==> config.mk <==
export PLATFORM = sky130hd
export DESIGN_NAME = rsf_reset_flags
export DESIGN_NICKNAME = d
export VERILOG_FILES = /design/src/verilog/rsf_pkg.sv /design/src/verilog/rsf_sync_if.sv /design/src/verilog/rsf_lvl_sync.sv /design/src/verilog/rsf_reset_flags.sv
export SDC_FILE = /design/constraint.sdc
export NUM_CORES = 1
export LEC_CHECK = 0
export BUFFER_PORTS_ARGS = -buffer_cell sky130_fd_sc_hd__buf_2
export CELL_PAD_IN_SITES_DETAIL_PLACEMENT = 0
export CELL_PAD_IN_SITES_GLOBAL_PLACEMENT = 1
export CORE_MARGIN = 2
export CORE_UTILIZATION = 34
export CTS_CLUSTER_SIZE = 14
export DETAILED_ROUTE_END_ITERATION = 12
export PLACE_DENSITY = 0.88
export SKIP_LAST_GASP = 1
export SLEW_MARGIN = 15
export SYNTH_ARGS = -nofsm -noshare
export SYNTH_HDL_FRONTEND = slang
export SYNTH_SLANG_ARGS = --single-unit
==> constraint.sdc <==
create_clock -name hclk -period 1.76 [get_ports hclk]
set_input_delay 0.176 -clock hclk [delete_from_list [all_inputs] [get_ports hclk]]
set_output_delay 0.176 -clock hclk [all_outputs]
set_load 0.05 [all_outputs]
==> src/verilog/rsf_pkg.sv <==
/*
 * rsf_pkg: register map, field positions and reset values of the
 * reset source and reset flag block.
 * assumes: one 32-bit AHB-Lite slave port, each register one aligned word,
 * 8-bit register data in the low byte.
 */
package rsf_pkg;

    // ****************************************************************
    // register byte addresses (low address byte)
    // ****************************************************************
    localparam logic [7:0] ADDR_FLAGS = 8'h00;
    localparam logic [7:0] ADDR_FCTL2 = 8'h04;
    localparam logic [7:0] ADDR_STATUS = 8'h08;
    localparam logic [7:0] ADDR_CORE = 8'h0c;
    localparam logic [7:0] ADDR_ACC = 8'h10;
    localparam logic [7:0] ADDR_TABLE_POINTER = 8'h14;
    localparam logic [7:0] ADDR_PDATA = 8'h18;
    localparam logic [7:0] ADDR_PDIR = 8'h1c;

    // ****************************************************************
    // field positions
    // ****************************************************************
    localparam int BIT_WCR = 0;
    localparam int BIT_LSR = 2;
    localparam int BIT_PDF = 4;
    localparam int BIT_TO = 5;
    localparam int BIT_INT_EN = 0;
    localparam int BIT_TMR_EN = 1;
    localparam int BIT_TRANS_ACT = 1;

    // ****************************************************************
    // values
    // ****************************************************************
    localparam logic [7:0] IAP_KEY = 8'h55;
    localparam logic [7:0] PORT_INIT = 8'hff;
    localparam logic [7:0] BYTE_ZERO = 8'h00;
    localparam logic [23:0] RD_PAD = 24'h000000;
    localparam logic [1:0] RESP_OKAY = 2'h0;

endpackage : rsf_pkg

==> src/verilog/rsf_sync_if.sv <==
/*
 * rsf_sync_if: carries a raw pin level into the synchroniser and the
 * settled level and its rising-edge pulse back out.
 * assumes: both ends run on the same clock.
 */
interface rsf_sync_if;
    logic raw_level;
    logic stable;
    logic rise;

    modport src (input raw_level, output stable, output rise);
    modport dst (output raw_level, input stable, input rise);
endinterface : rsf_sync_if
==> src/verilog/rsf_lvl_sync.sv <==
/*
 * rsf_lvl_sync: three-stage synchroniser for an asynchronous level;
 * the settled level changes once stages two and three agree.
 * assumes: raw level may change at any time relative to clk.
 */
module rsf_lvl_sync (
    input wire logic clk,
    input wire logic rstn,
    rsf_sync_if.src sif
);

    logic s1;
    logic s2;
    logic s3;

    // ****************************************************************
    // synchroniser chain
    // ****************************************************************
    always_ff @(posedge clk or negedge rstn) begin
        if (!rstn) begin
            s1 <= 1'b0;
            s2 <= 1'b0;
            s3 <= 1'b0;
        end else begin
            s1 <= sif.raw_level;
            s2 <= s1;
            s3 <= s2;
        end
    end

    // ****************************************************************
    // settled level and rise pulse
    // ****************************************************************
    always_ff @(posedge clk or negedge rstn) begin
        if (!rstn) begin
            sif.stable <= 1'b0;
            sif.rise <= 1'b0;
        end else begin
            if (s2 == s3) begin
                sif.stable <= s3;
            end
            sif.rise <= (s2 == s3) && s3 && !sif.stable;
        end
    end

endmodule : rsf_lvl_sync

==> src/verilog/rsf_reset_flags.sv <==
/*
 * rsf_reset_flags: reset source flags, core status flags and the effect
 * of each reset type on core items, reached over an AHB-Lite slave.
 * assumes: hresetn is the power-on reset; watchdog timeout, control
 * software reset and halt come as one-cycle pulses on hclk; the low
 * supply detector level is asynchronous.
 */
module rsf_reset_flags
    import rsf_pkg::*;
#(
    parameter int SP_W = 3,
    parameter logic [SP_W-1:0] STACK_TOP = '1
) (
    input wire logic hclk,
    input wire logic hresetn,
    input wire logic hsel,
    input wire logic [31:0] haddr,
    input wire logic [1:0] htrans,
    input wire logic hwrite,
    input wire logic [2:0] hsize,
    input wire logic [31:0] hwdata,
    input wire logic hready,
    output logic [31:0] hrdata,
    output logic hreadyout,
    output logic [1:0] hresp,
    input wire logic low_supply_level,
    input wire logic wdog_timeout,
    input wire logic sleep_mode,
    input wire logic wdog_ctrl_sw_reset,
    input wire logic halt_enter,
    output logic sys_reset,
    output logic pc_sp_clear,
    output logic [SP_W-1:0] stack_ptr,
    output logic [7:0] port_data,
    output logic [7:0] port_dir,
    output logic int_enable,
    output logic timer_enable,
    output logic wdog_clear,
    output logic wdog_run
);

    // ****************************************************************
    // bus phase tracking
    // ****************************************************************
    logic dp_wr;
    logic rd_pend;
    logic [7:0] dp_addr;
    logic hit;
    logic [7:0] rd_byte;
    logic [7:0] wbyte;

    logic low_supply_reset_flag;
    logic wdog_ctrl_reset_flag;
    logic timeout_flag;
    logic power_down_flag;
    logic [7:0] flash_ctrl_second;
    logic [7:0] accumulator;
    logic [7:0] table_pointer;

    logic lvr_ev;
    logic iap_ev;
    logic wdt_norm;
    logic sleep_wdt;
    logic full_ev;
    logic any_rst;

    rsf_sync_if lvr_if ();

    assign lvr_if.raw_level = low_supply_level;

    rsf_lvl_sync u_lvr_sync (
        .clk(hclk),
        .rstn(hresetn),
        .sif(lvr_if)
    );

    assign hit = hsel && hready && htrans[BIT_TRANS_ACT];
    assign wbyte = hwdata[7:0];

    always_ff @(posedge hclk or negedge hresetn) begin
        if (!hresetn) begin
            dp_wr <= 1'b0;
            rd_pend <= 1'b0;
            dp_addr <= BYTE_ZERO;
        end else begin
            dp_wr <= hit && hwrite;
            rd_pend <= hit && !hwrite;
            if (hit) begin
                dp_addr <= haddr[7:0];
            end
        end
    end

    // ****************************************************************
    // reset event classification
    // ****************************************************************
    // low supply detection is off in sleep mode
    assign lvr_ev = lvr_if.rise && !sleep_mode;
    assign iap_ev = dp_wr && (dp_addr == ADDR_FCTL2) && (wbyte == IAP_KEY);
    assign wdt_norm = wdog_timeout && !sleep_mode;
    assign full_ev = lvr_ev || iap_ev || wdog_ctrl_sw_reset || wdt_norm;
    assign sleep_wdt = wdog_timeout && sleep_mode && !full_ev;
    assign any_rst = full_ev || sleep_wdt;

    // ****************************************************************
    // reset outputs to the core
    // ****************************************************************
    always_ff @(posedge hclk or negedge hresetn) begin
        if (!hresetn) begin
            sys_reset <= 1'b0;
            pc_sp_clear <= 1'b0;
        end else begin
            sys_reset <= full_ev;
            pc_sp_clear <= any_rst;
        end
    end

    always_ff @(posedge hclk or negedge hresetn) begin
        if (!hresetn) begin
            stack_ptr <= STACK_TOP;
        end else if (full_ev) begin
            stack_ptr <= STACK_TOP;
        end else if (sleep_wdt) begin
            stack_ptr <= '0;
        end
    end

    always_ff @(posedge hclk or negedge hresetn) begin
        if (!hresetn) begin
            wdog_clear <= 1'b1;
            wdog_run <= 1'b0;
        end else begin
            wdog_clear <= full_ev;
            wdog_run <= !full_ev;
        end
    end

    // ****************************************************************
    // reset cause flags
    // ****************************************************************
    // kept over timeouts
    always_ff @(posedge hclk or negedge hresetn) begin
        if (!hresetn) begin
            low_supply_reset_flag <= 1'b0;
            wdog_ctrl_reset_flag <= 1'b0;
        end else begin
            if (dp_wr && dp_addr == ADDR_FLAGS && !wbyte[BIT_LSR]) begin
                low_supply_reset_flag <= 1'b0;
            end
            if (lvr_ev) begin
                low_supply_reset_flag <= 1'b1;
            end
            if (dp_wr && dp_addr == ADDR_FLAGS && !wbyte[BIT_WCR]) begin
                wdog_ctrl_reset_flag <= 1'b0;
            end
            if (wdog_ctrl_sw_reset) begin
                wdog_ctrl_reset_flag <= 1'b1;
            end
        end
    end

    // ****************************************************************
    // status flags
    // ****************************************************************
    // power-on clears both
    always_ff @(posedge hclk or negedge hresetn) begin
        if (!hresetn) begin
            timeout_flag <= 1'b0;
            power_down_flag <= 1'b0;
        end else begin
            if (dp_wr && dp_addr == ADDR_STATUS && !wbyte[BIT_TO]) begin
                timeout_flag <= 1'b0;
            end
            if (wdog_timeout) begin
                timeout_flag <= 1'b1;
            end
            if (dp_wr && dp_addr == ADDR_STATUS && !wbyte[BIT_PDF]) begin
                power_down_flag <= 1'b0;
            end
            if (halt_enter || sleep_wdt) begin
                power_down_flag <= 1'b1;
            end
        end
    end

    // ****************************************************************
    // software registers
    // ****************************************************************
    // interrupts and timers off
    always_ff @(posedge hclk or negedge hresetn) begin
        if (!hresetn) begin
            int_enable <= 1'b0;
            timer_enable <= 1'b0;
            flash_ctrl_second <= BYTE_ZERO;
        end else if (full_ev) begin
            int_enable <= 1'b0;
            timer_enable <= 1'b0;
            flash_ctrl_second <= BYTE_ZERO;
        end else if (dp_wr && !sleep_wdt) begin
            if (dp_addr == ADDR_CORE) begin
                int_enable <= wbyte[BIT_INT_EN];
                timer_enable <= wbyte[BIT_TMR_EN];
            end
            if (dp_addr == ADDR_FCTL2) begin
                flash_ctrl_second <= wbyte;
            end
        end
    end

    always_ff @(posedge hclk or negedge hresetn) begin
        if (!hresetn) begin
            port_data <= PORT_INIT;
            port_dir <= PORT_INIT;
        end else if (full_ev) begin
            port_data <= PORT_INIT;
            port_dir <= PORT_INIT;
        end else if (dp_wr && !sleep_wdt) begin
            if (dp_addr == ADDR_PDATA) begin
                port_data <= wbyte;
            end
            if (dp_addr == ADDR_PDIR) begin
                port_dir <= wbyte;
            end
        end
    end

    always_ff @(posedge hclk or negedge hresetn) begin
        if (!hresetn) begin
            accumulator <= BYTE_ZERO;
            table_pointer <= BYTE_ZERO;
        end else if (dp_wr && !any_rst) begin
            if (dp_addr == ADDR_ACC) begin
                accumulator <= wbyte;
            end
            if (dp_addr == ADDR_TABLE_POINTER) begin
                table_pointer <= wbyte;
            end
        end
    end

    // ****************************************************************
    // read path, one wait state on reads
    // ****************************************************************
    always_comb begin
        rd_byte = BYTE_ZERO;
        case (dp_addr)
            ADDR_FLAGS: begin
                rd_byte[BIT_LSR] = low_supply_reset_flag;
                rd_byte[BIT_WCR] = wdog_ctrl_reset_flag;
            end
            ADDR_FCTL2: rd_byte = flash_ctrl_second;
            ADDR_STATUS: begin
                rd_byte[BIT_TO] = timeout_flag;
                rd_byte[BIT_PDF] = power_down_flag;
            end
            ADDR_CORE: begin
                rd_byte[BIT_INT_EN] = int_enable;
                rd_byte[BIT_TMR_EN] = timer_enable;
            end
            ADDR_ACC: rd_byte = accumulator;
            ADDR_TABLE_POINTER: rd_byte = table_pointer;
            ADDR_PDATA: rd_byte = port_data;
            ADDR_PDIR: rd_byte = port_dir;
            default: rd_byte = BYTE_ZERO;
        endcase
    end

    always_ff @(posedge hclk or negedge hresetn) begin
        if (!hresetn) begin
            hrdata <= {RD_PAD, BYTE_ZERO};
            hreadyout <= 1'b1;
            hresp <= RESP_OKAY;
        end else begin
            hreadyout <= !(hit && !hwrite);
            hresp <= RESP_OKAY;
            if (rd_pend) begin
                hrdata <= {RD_PAD, rd_byte};
            end
        end
    end
endmodule : rsf_reset_flags

After elaboration in Yosys (flattened, before gate mapping)
Index checks and enable logic that the tools add are counted.
Cells by class
  equal/unequal tests: 9
  muxes and demuxes: 31
  reduce and logical (&&, ||, !) cells: 53
Operators with widths (count)
  $mux 8: 9
  $eq 8x5->1 const B: 4
  $logic_and 1x1->1: 20
  $reduce_bool 2->1: 10
  $eq 8x4->1 const B: 2
  $mux 1: 14
  $pmux 1 s6: 2
  $pmux 2 s6: 1
  $reduce_and 2->1: 6
  $logic_not 1->1: 11
  $pmux 2 s5: 1
  $eq 8x3->1 const B: 1
  $eq 8x7->1 const B: 1
  $logic_not 8->1: 1
  $pmux 1 s7: 1
  $mux 3: 2
  $logic_or 1x1->1: 5
  $pmux 1 s5: 1
  $eq 1x1->1: 1
Word-level totals
  register bits: 77
  input bits: 79
  output and inout bits: 60
  logic and storage cells: 119

Longest topological paths before layout
Gate-level depths: netlist of run 1.
  depth after elaboration: 12
  gate-level depth with buffers: 6
  mapped depth without buffers: 4

Modules after synthesis
Synthesis of run 1 repeated with hierarchy kept, for this count alone.
Second synthesis, totals
  cell total of the unflattened synthesis: 306
  area total of the unflattened synthesis: 3626.0 µm²
By module, submodules not included
  rsf_reset_flags: instances 1, area each 3467.1 µm², sequential area each 1775.5 µm², cells an instance 298
  rsf_lvl_sync: instances 1, area each 158.9 µm², sequential area each 125.1 µm², cells an instance 8

Worst setup path after synthesis of run 1
OpenSTA, ideal clock, no wires.
  path kind: register -> register
  start point: reg u_lvr_sync.sif.rise
  end point: reg table_pointer[0]
  path slack: -0.002 ns
  period minus slack after synthesis: 1.762 ns
  stages on the path, launching flop included: 6
  arrival: 1.637 ns
  data required time: 1.635 ns
  setup time: 0.125 ns
  buffers on the path: 1
  cell sequence: dfrtp_1 nor2b_1 or3_1 buf_2 nor3_4 mux2_2
On the way
  longest elaborated chain between the ends: 10
RTL lines
  start, declared: line rsf_sync_if.sv:11  | modport src (input raw_level, output stable, output rise);
  start signal, assigned: line rsf_lvl_sync.sv:42  | sif.rise <= (s2 == s3) && s3 && !sif.stable;
  $logic_and 1x1->1 *: line rsf_reset_flags.sv:98  | assign lvr_ev = lvr_if.rise && !sleep_mode;
  $logic_or 1x1->1 * (3 in a row): line rsf_reset_flags.sv:101  | assign full_ev = lvr_ev || iap_ev || wdog_ctrl_sw_reset || wdt_norm;
  $logic_not 1->1: line rsf_reset_flags.sv:102  | assign sleep_wdt = wdog_timeout && sleep_mode && !full_ev;
  $logic_and 1x1->1: line rsf_reset_flags.sv:102
  $logic_or 1x1->1 *: line rsf_reset_flags.sv:103  | assign any_rst = full_ev || sleep_wdt;
  $logic_not 1->1 *: line rsf_reset_flags.sv:231  | end else if (dp_wr && !any_rst) begin
  $logic_and 1x1->1 *: line rsf_reset_flags.sv:231
  $reduce_and 2->1 (no line) *
  end signal, assigned: line rsf_reset_flags.sv:236  | table_pointer <= wbyte;
  end, declared: line rsf_reset_flags.sv:58  | logic [7:0] table_pointer;
Mark *: on every way between the ends. The rest lies on a longest branch, timed or not.
A chain may end at the register's enable or synchronous reset.

Worst setup path in the final report of run 1
  start point: reg dp_addr[1]
  end point: reg accumulator[3]
On the way
  longest elaborated chain between the ends: 12
  elaborated cells between the ends (all ways): 13
  classes of those cells: eq/ne (2); reduce/logical (11)
RTL lines
  start, declared: line rsf_reset_flags.sv:47  | logic [7:0] dp_addr;
  start signal, assigned: line rsf_reset_flags.sv:89  | dp_addr <= haddr[7:0];
  $eq 8x3->1: line rsf_reset_flags.sv:99  | assign iap_ev = dp_wr && (dp_addr == ADDR_FCTL2) && (wbyte == IAP_KEY);
  $logic_and 1x1->1 (2 in a row): line rsf_reset_flags.sv:99
  $logic_or 1x1->1 (3 in a row): line rsf_reset_flags.sv:101
  $logic_not 1->1: line rsf_reset_flags.sv:102
  $logic_and 1x1->1: line rsf_reset_flags.sv:102
  $logic_or 1x1->1: line rsf_reset_flags.sv:103
  $logic_not 1->1: line rsf_reset_flags.sv:231
  $logic_and 1x1->1: line rsf_reset_flags.sv:231
  $reduce_and 2->1 (no line) *
  end signal, assigned: line rsf_reset_flags.sv:233  | accumulator <= wbyte;
  end, declared: line rsf_reset_flags.sv:57  | logic [7:0] accumulator;
Marks and branches as above.

==> results.txt, run 1 <==
- Buffers added on ports: 60
- At the end of routability-driven placement, the weighted congestion stood at approximately 0.9.
* Die Outline Area: about 0.011 mm^2
- The clock network burns roughly a third of the power.
* Share of flip-flops with an asynchronous set or reset after synthesis: 100%
* Area leader, netlist: sky130_fd_sc_hd__dfrtp_1
* Number of nets in the layout: about 470
- In this run the number of H-tree levels came out at 3.
- Timing analysis after detailed placement gives a worst setup slack of -48.3 ps.
* Dominant register cell in the synthesized netlist: sky130_fd_sc_hd__dfrtp_1
- Portion of the clock cycle consumed by the worst path in the final layout: a little over nine tenths
* Max-cap check violation count: 0
- Number of cells on the worst reg-to-reg path: 6
- In this design, the critical path's most frequently occurring cell is sky130_fd_sc_hd__nor3_4.
- Setup repair after global routing could not meet its margin everywhere.
- Seq pwr share: a little under half
- Accumulated negative setup slack: 0 ps
- Outcome: finished, final reports clean
- Fmax achieved: 0.578 GHz
- In this run the power spent charging and discharging nets is between 1 and 1.5 mW.
- Cells taking the most area after synthesis: sky130_fd_sc_hd__dfrtp_1 39%, sky130_fd_sc_hd__dfstp_2 14%, sky130_fd_sc_hd__mux2_2 10%
- CTS tree: done
- DRC violation count after routing: 0
- Among all cell types in the netlist, the one instantiated most often is sky130_fd_sc_hd__dfrtp_1.
* Number of iterations in the first detailed-routing pass: 4
* Yosys cell types: 54
* Global route overflow: 0
* Largest net degree at the start of global routing: 55
- CP cell instances: buf_4 -> nor3_4 -> nand2_2 -> nor3_4 -> buf_6 -> mux2_2
- In this run the horizontal extent of the chip is ~110 um.
* Mux share of post-synthesis cell area: between 15 and 20%
* Later-pin clock latency in the skew report: around 350 ps
- Summing over every cut layer, the via total after detailed routing is around 2700.
* Internal Pwr Total: 2.84 mW
- Core region area: about 0.010 mm^2
- Worst hold slack across all endpoints: 54.9 ps
- Crit end category: flop
- Total detailed-routing wirelength: about 8800 um
* Power density normalized to cell area: around 900 mW/mm^2
- Detail Route Antenna Nets: 0
- Summing the areas of all compound-gate instances in the mapped netlist gives between 10% and 20% of the synthesized area.
- Clock-pin slew was measured on the worst setup and hold paths at about 80 ps.
* Final non-filler cell area: around 0.0045 mm^2
- By area, the combinational part of the netlist is dominated by multiplexers.
- For this run, the slowest stage of the critical path takes about 390 ps.
- Classification of the worst-slack hold path: input port to flop
- The share of synthesized area in the top cell type comes to roughly 39%.
- Post-synthesis share of cell area spent on and, or, nand and nor gates: roughly 12%
- Detailed-route vias per instance: about 5.0
- Setup slack of the critical path after layout: roughly 30 ps
- Comb pwr share: 21.6%
- Cell Area, Synth: around 0.0036 mm^2
- First-iteration detailed-routing DRC count: ~110
- For the worst setup path, the data arrival time is 1970 ps.
- Dividing the synthesized area by the synthesized cell count gives 12.1 um^2.
* Fill cells: around 990
- STA classifies the critical path startpoint as a flop.
- After technology mapping, the gate count stands at between 200 and 300.
- The worst hold path passes through 2 cells.
* Clock tree skew after final layout: 7.61 ps
- During synthesis, Yosys emitted a total of 0 warnings.
* Via count of the first global-routing pass: approximately 2500
* Top-level I/O count: about 140
- Synthesis inferred between 70 and 80 register bits.
- CTS saw 75 sinks.
- P_leak: 2.11 nW
- Switching Share: between 30% and 40%
- After Yosys synthesis, full adders, half adders and majority gates account for 0.349% of the synthesized area.
- Data on the critical path is required at its endpoint by around 2000 ps.
* Cell type of the slowest stage on the worst timing path: sky130_fd_sc_hd__dfrtp_1
- Once the floorplan was initialized, standard cells occupied a little over a third of the core.
* Share of cells above drive strength 1: 45.5%
- Number of core rows: 37
- The number of antenna violations at the first check in global routing is 0.
- Sequential cell area fraction in the yosys report: 53.0%
* Placement Cell Area: 0.00419 mm^2
* Aggregate global-route resource usage: between 15 and 20%
- After layout, the minimum clock period comes to 1730 ps.
* Number of synthesized flops with an enable pin: 0
* Commonest cells in the netlist: 56 x sky130_fd_sc_hd__dfrtp_1, 32 x sky130_fd_sc_hd__mux2_2, 29 x sky130_fd_sc_hd__buf_4
* Area growth syn-to-layout: 26.0%
- Slew Limit Fails: 0
- The first global-routing pass estimated between 10000 and 15000 um of wire.
- Measured along the y axis, the die boundary spans around 110 um.
- Kind of critical path: flop to flop
* Endpoints failing hold: 0
* Xor/xnor cell area share of the yosys netlist: 0%
- After detailed routing, the average wire length per cell comes to about 16 um.
- Setup violations remaining at the end of the flow were counted as 0.
- Counting the buffers created by CTS gives 9.
- In this run the deepest clock path goes through 2 buffers.
* Crit Path Max Fanout: 6
- CTS root buffer: sky130_fd_sc_hd__clkbuf_8
- VDD sags by at most ~0.32 mV.
- Half-perimeter wire length after placement: 6420 um
- 0 antenna diodes ended up in the layout.
## power groups by stage
stage | combinational, mW | clock, mW | sequential [mW]
final | 0.878 | 1.33 | 1.86
after global routing | 0.944 | 1.43 | 1.87
after CTS | 0.835 | 1.37 | 1.85
after detailed placement | 0.822 | 0 | 1.88
after global placement | 0.809 | 0 | 1.88
after floorplan | 0.510 | 0 | 1.94
## layer usage
layer | vias to the layer above | global-route usage [%] | share of wire (%)
met5 | - | 0 | 0
met4 | 0 | 5.84 | 1.4
met3 | 11 | 2.92 | 4.8
met2 | 74 | 25.9 | 51
met1 | 1351 | 20.3 | 43
li1 | 1215 | - | -
## flip-flops by register name, summed over array words and instances (netlist names), 8 cells and up
signal / flops
dp_addr: 8
table_pointer: 8
accumulator: 8
port_data: 8
hrdata: 8
port_dir: 8
flash_ctrl_second: 8
## stage by stage
step | total power, mW | utilization, % | std cells
6_report | 4.07 | 44.0 | 534
5_1_grt | 4.24 | 44.0 | 534
3_3_place_gp | 2.69 | 40.7 | 514
2_1_floorplan | 2.45 | - | 321
4_1_cts | 4.06 | 43.1 | 531
3_5_place_dp | 2.70 | 40.7 | 514
## worst max-delay path, delay by kind of cell (launching register included)
kind | cells | cell delay [ps]
AND/OR/NAND/NOR | 3 | 570
flip-flops | 1 | 390
buffers and inverters | 2 | 330
multiplexers | 1 | 330
## cells by family (layout without fill, tap and decap cells)
logic type / count (synthesis) / in the layout
AO/OA/AOI/OAI: 46 / 46
adder cells (fa/ha/maj): 1 / 1
buffers and inverters: 47 / 124
flip-flops: 75 / 75
multiplexers: 54 / 54
other: 1 / 26
AND/OR/NAND/NOR: 72 / 72
## path summary, 6_finish.rpt
| check | end | slack, ps | startpoint |
|---|---|---|---|
| worst min register to register | u_lvr_sync.s2$_DFF_PN0_ | 350 | u_lvr_sync.s1$_DFF_PN0_ |
| min in group asynchronous | hrdata[7]$_DFFE_PN0P_ | 250 | hresetn |
| worst max-delay path | accumulator[3]$_DFFE_PN0P_ | 30 | dp_addr[1]$_DFFE_PN0P_ |
| worst max register to register | accumulator[3]$_DFFE_PN0P_ | 30 | dp_addr[1]$_DFFE_PN0P_ |
| worst min-delay path | dp_addr[4]$_DFFE_PN0P_ | 50 | haddr[4] |
| max in group asynchronous | stack_ptr[1]$_DFFE_PN1P_ | 880 | hresetn |
## layout make-up
class | count | area [um^2] | area share (%)
multi-input cells | 199 | 1560 | 34.5
clock buffers | 11 | 151 | 3.35
repair buffers | 100 | 656 | 14.5
flip-flops and latches | 75 | 1900 | 42.1
well taps | 136 | 170 | 3.77
clock inverters | 4 | 50.0 | 1.11
inverters | 9 | 33.8 | 0.748
## repair_timing
item / in CTS / in global routing
gates resized for setup: 5 / 17
endpoints found under the hold margin: 22 / 0
hold buffers: 2 / 0
setup endpoints to repair: 28 / 24
pin swaps: 0 / 4
buffers inserted: 0 / 3
## layout by cell type (no fill, tap or decap), drive strengths merged, types with 9 or more instances in the layout
cell type | synthesis | layout
a22o | 10 | 10
nor2b | 10 | 10
conb | 1 | 26
buf | 33 | 98
mux2i | 19 | 19
dfstp | 19 | 19
nand2 | 26 | 26
clkbuf | 5 | 11
mux2 | 33 | 33
inv | 9 | 9
dfrtp | 56 | 56
(Power assumes the default switching activity.)
==> run 2: changes to the inputs <==
--- a/config.mk
+++ b/config.mk
@@ -13,8 +13,9 @@
 export CTS_CLUSTER_SIZE = 14
 export DETAILED_ROUTE_END_ITERATION = 12
 export PLACE_DENSITY = 0.88
+export REMOVE_ABC_BUFFERS = 1
 export SKIP_LAST_GASP = 1
-export SLEW_MARGIN = 15
+export SLEW_MARGIN = 40
 export SYNTH_ARGS = -nofsm -noshare
 export SYNTH_HDL_FRONTEND = slang
 export SYNTH_SLANG_ARGS = --single-unit
==> run 2 against run 1 <==
- the flow now finishes with violations (negative setup slack)
- register-to-register slack got worse by 30 ps
- worst setup slack got worse by 32 ps
- clock power increased by 14%
- via count increased by 0.49%
- first-iteration DRC count increased by 32%
- critical path type unchanged
- critical endpoint is now table_pointer[2]$_DFFE_PN0P_
==> results.txt, run 2 (same netlist as run 1, synthesis figures left out) <==
* Wire length the detailed router placed on met1: approximately 4000 um
- VDD IR max: about 0.37 mV
- From synthesis to final layout, the design area changed by 27.5%.
- Placement Cell Area: 0.00420 mm^2
- After floorplanning, the core was sized to cover 0.0103 mm^2.
- At the worst endpoint, the arrival time is 1990 ps.
- The clock net in this run drives a total of between 70 and 80 sinks.
* Portion of the clock cycle consumed by the worst path in the final layout: 100%
* Number of H-tree levels: 3
- For this run, design rule violations remaining after detail routing come to 0.
- Worst hold slack across all endpoints: between 50 and 60 ps
- Classification of the worst-slack hold path: input port to flop
- Setup violations remaining at the end of the flow were counted as 1.
- Slew Limit Fails: 0
* Number of antenna violations at the first check in global routing: 0
- The run finished, with violations left.
* CTS tree: done
* Via count: about 2700
- The number of buffers and inverters on the critical path is 1.
* Top-level I/O count: between 100 and 150
* Crit end category: flop
- Clock transition at path regs: roughly 70 ps
- Maximum single-stage delay on the critical path: roughly 420 ps
- In this run the critical register-to-register path is launched from u_lvr_sync.sif.rise$_DFF_PN0_.
- Failing checks: negative setup slack
* Cells on Worst Hold Path: 2
* Global route overflow: 0
- For the final routed database, the setup TNS stands at -2.36 ps.
* Required time at the worst-slack endpoint: between 1500 and 2000 ps
- In the routed layout, each cell is associated on average with a via count of 4.99.
- Hold Crit Start: haddr[6]
* Reg-to-reg endpoint: table_pointer[2]$_DFFE_PN0P_
- Post-layout minimum cycle time: 1760 ps
- STA classifies the critical path startpoint as a flop.
- Dividing the detail-routed wire length by the instance count gives approximately 17 um.
- Die Outline Area: approximately 0.011 mm^2
- Total power of the final layout: 4.23 mW
* Number of iterations in the first detailed-routing pass: 4
- First-iteration detailed-routing DRC count: 150
* Uppermost routed layer: met4
- Starting density of the core: a little over a third
- Routability-driven placement finished with a final weighted congestion of 0.867.
* Wire length of the first global-routing pass: 14000 um
- Later-pin clock latency in the skew report: 350 ps
* Buffers added on ports: 60
* Number of core rows: 37
- Number of antenna diodes: 0
- The tree is rooted in a sky130_fd_sc_hd__clkbuf_8.
* Kind of critical path: flop to flop
- After layout, the worst setup slack is -2.36 ps.
- Total instance count after detailed placement: ~500
- Aggregate global-route resource usage: between 15 and 20%
- Share of cells above drive strength 1: 46.0%
* Total detailed-routing wirelength: between 8000 and 9000 um
* Number of buffers added by the clock tree synthesis step: 9
- Overall die width: roughly 110 um
- Number of nets in the layout: about 470
* Detail Route Antenna Nets: 0
- Met3 WL: approximately 460 um
- The library cell used most frequently in the layout, excluding fill and tap cells, is sky130_fd_sc_hd__buf_2.
- The clock passes through at most 2 buffers.
* CP top delay family: simple AND/OR/NAND/NOR gates
- Clock skew on the completed layout was measured at 7.35 ps.
- Unrepaired setup endpoints after global routing: true
- Max-cap check violation count: 0
- Traced cell by cell, the critical path runs through nor2b_4 -> or3_4 -> nor3_4 -> buf_12 -> mux2_4.
* Largest net degree at the start of global routing: between 40 and 50
* Wire length on met2: between 4000 and 5000 um
- For this design the ratio of total power to cell area is 924 mW/mm^2.
- Derived from the worst setup path, the maximum achievable clock frequency is ~0.57 GHz.
* Half-perimeter wire length after placement: around 6500 um
* Final Instance Count excl. Fillers: about 530
- Endpoints failing hold: 0
* Final non-filler cell area: approximately 0.0046 mm^2
- Setup slack on the worst reg-to-reg path comes out at -2 ps.
* Crit Path Max Fanout: 8
- The worst hold path terminates at dp_addr[6]$_DFFE_PN0P_.
- Number of cells on the worst reg-to-reg path: 5
* P_leak: 2.12 nW
* Chip Height: between 100 and 150 um
- Via count of the first global-routing pass: around 2600
- Commonest cells after routing, fill and taps aside: 59 x sky130_fd_sc_hd__buf_2, 54 x sky130_fd_sc_hd__dfrtp_1, 32 x sky130_fd_sc_hd__buf_4, 26 x sky130_fd_sc_hd__nand2_1, 26 x sky130_fd_sc_hd__conb_1
- Cell type of the slowest stage on the worst timing path: sky130_fd_sc_hd__or3_4
[run 2: changes by cell type in the layout (fill, tap and decap cells not counted), sizes merged]
cell / delta
clkinvlp: -1
clkbuf: +1
bufinv: +1
buf: -1
[run 2: layer usage]
layer,vias up,GRT usage (%)
met3,16,3.71
met1,1350,21.3
met2,86,25.7
met4,0,5.66
li1,1212,-
met5,-,0
[run 2: worst max-delay path by stage]
| stage | start | to | cells past startpoint |
|---|---|---|---|
| after floorplan | dp_addr[3]$_DFFE_PN0P_ | power_down_flag$_DFFE_PN0P_ | 4 |
| after global placement | u_lvr_sync.sif.rise$_DFF_PN0_ | accumulator[2]$_DFFE_PN0P_ | 5 |
| after detailed placement | u_lvr_sync.sif.rise$_DFF_PN0_ | accumulator[6]$_DFFE_PN0P_ | 5 |
| after CTS | dp_addr[1]$_DFFE_PN0P_ | accumulator[0]$_DFFE_PN0P_ | 5 |
| after global routing | u_lvr_sync.sif.rise$_DFF_PN0_ | table_pointer[3]$_DFFE_PN0P_ | 5 |
| final | u_lvr_sync.sif.rise$_DFF_PN0_ | table_pointer[2]$_DFFE_PN0P_ | 5 |
[run 2: through the flow]
step	setup slack, ps	util (%)
2_1_floorplan	-498	-
4_1_cts	1.81	43.4
3_3_place_gp	-84.3	40.8
3_5_place_dp	-74.5	40.8
5_1_grt	-44.1	44.5
6_report	-2.36	44.5
[run 2: power by group]
| part | leakage [nW] | total [mW] | switching, mW | internal, mW |
|---|---|---|---|---|
| registers | 0.921 | 1.88 | 0.0816 | 1.80 |
| logic | 1.09 | 0.835 | 0.528 | 0.308 |
| clock network | 0.113 | 1.51 | 0.635 | 0.874 |
| total | 2.12 | 4.23 | 1.24 | 2.98 |
[run 2: repair_timing]
item | in CTS | in global routing
resized for setup | 5 | 26
pin swaps | 1 | 2
buffers inserted | 0 | 1
endpoints found under the setup margin | 23 | 34
hold endpoints to repair | 30 | 0
hold buffers | 2 | 0
[run 2: area by class of cell]
type	instances	area (um^2)
Clock buffer	12	155
Clock inverter	4	72.6
Fill cell	963	5710
Inverter	9	33.8
Multi-Input combinational cell	199	1600
Sequential cell	75	1900
Tap cell	136	170
Timing Repair Buffer	99	641
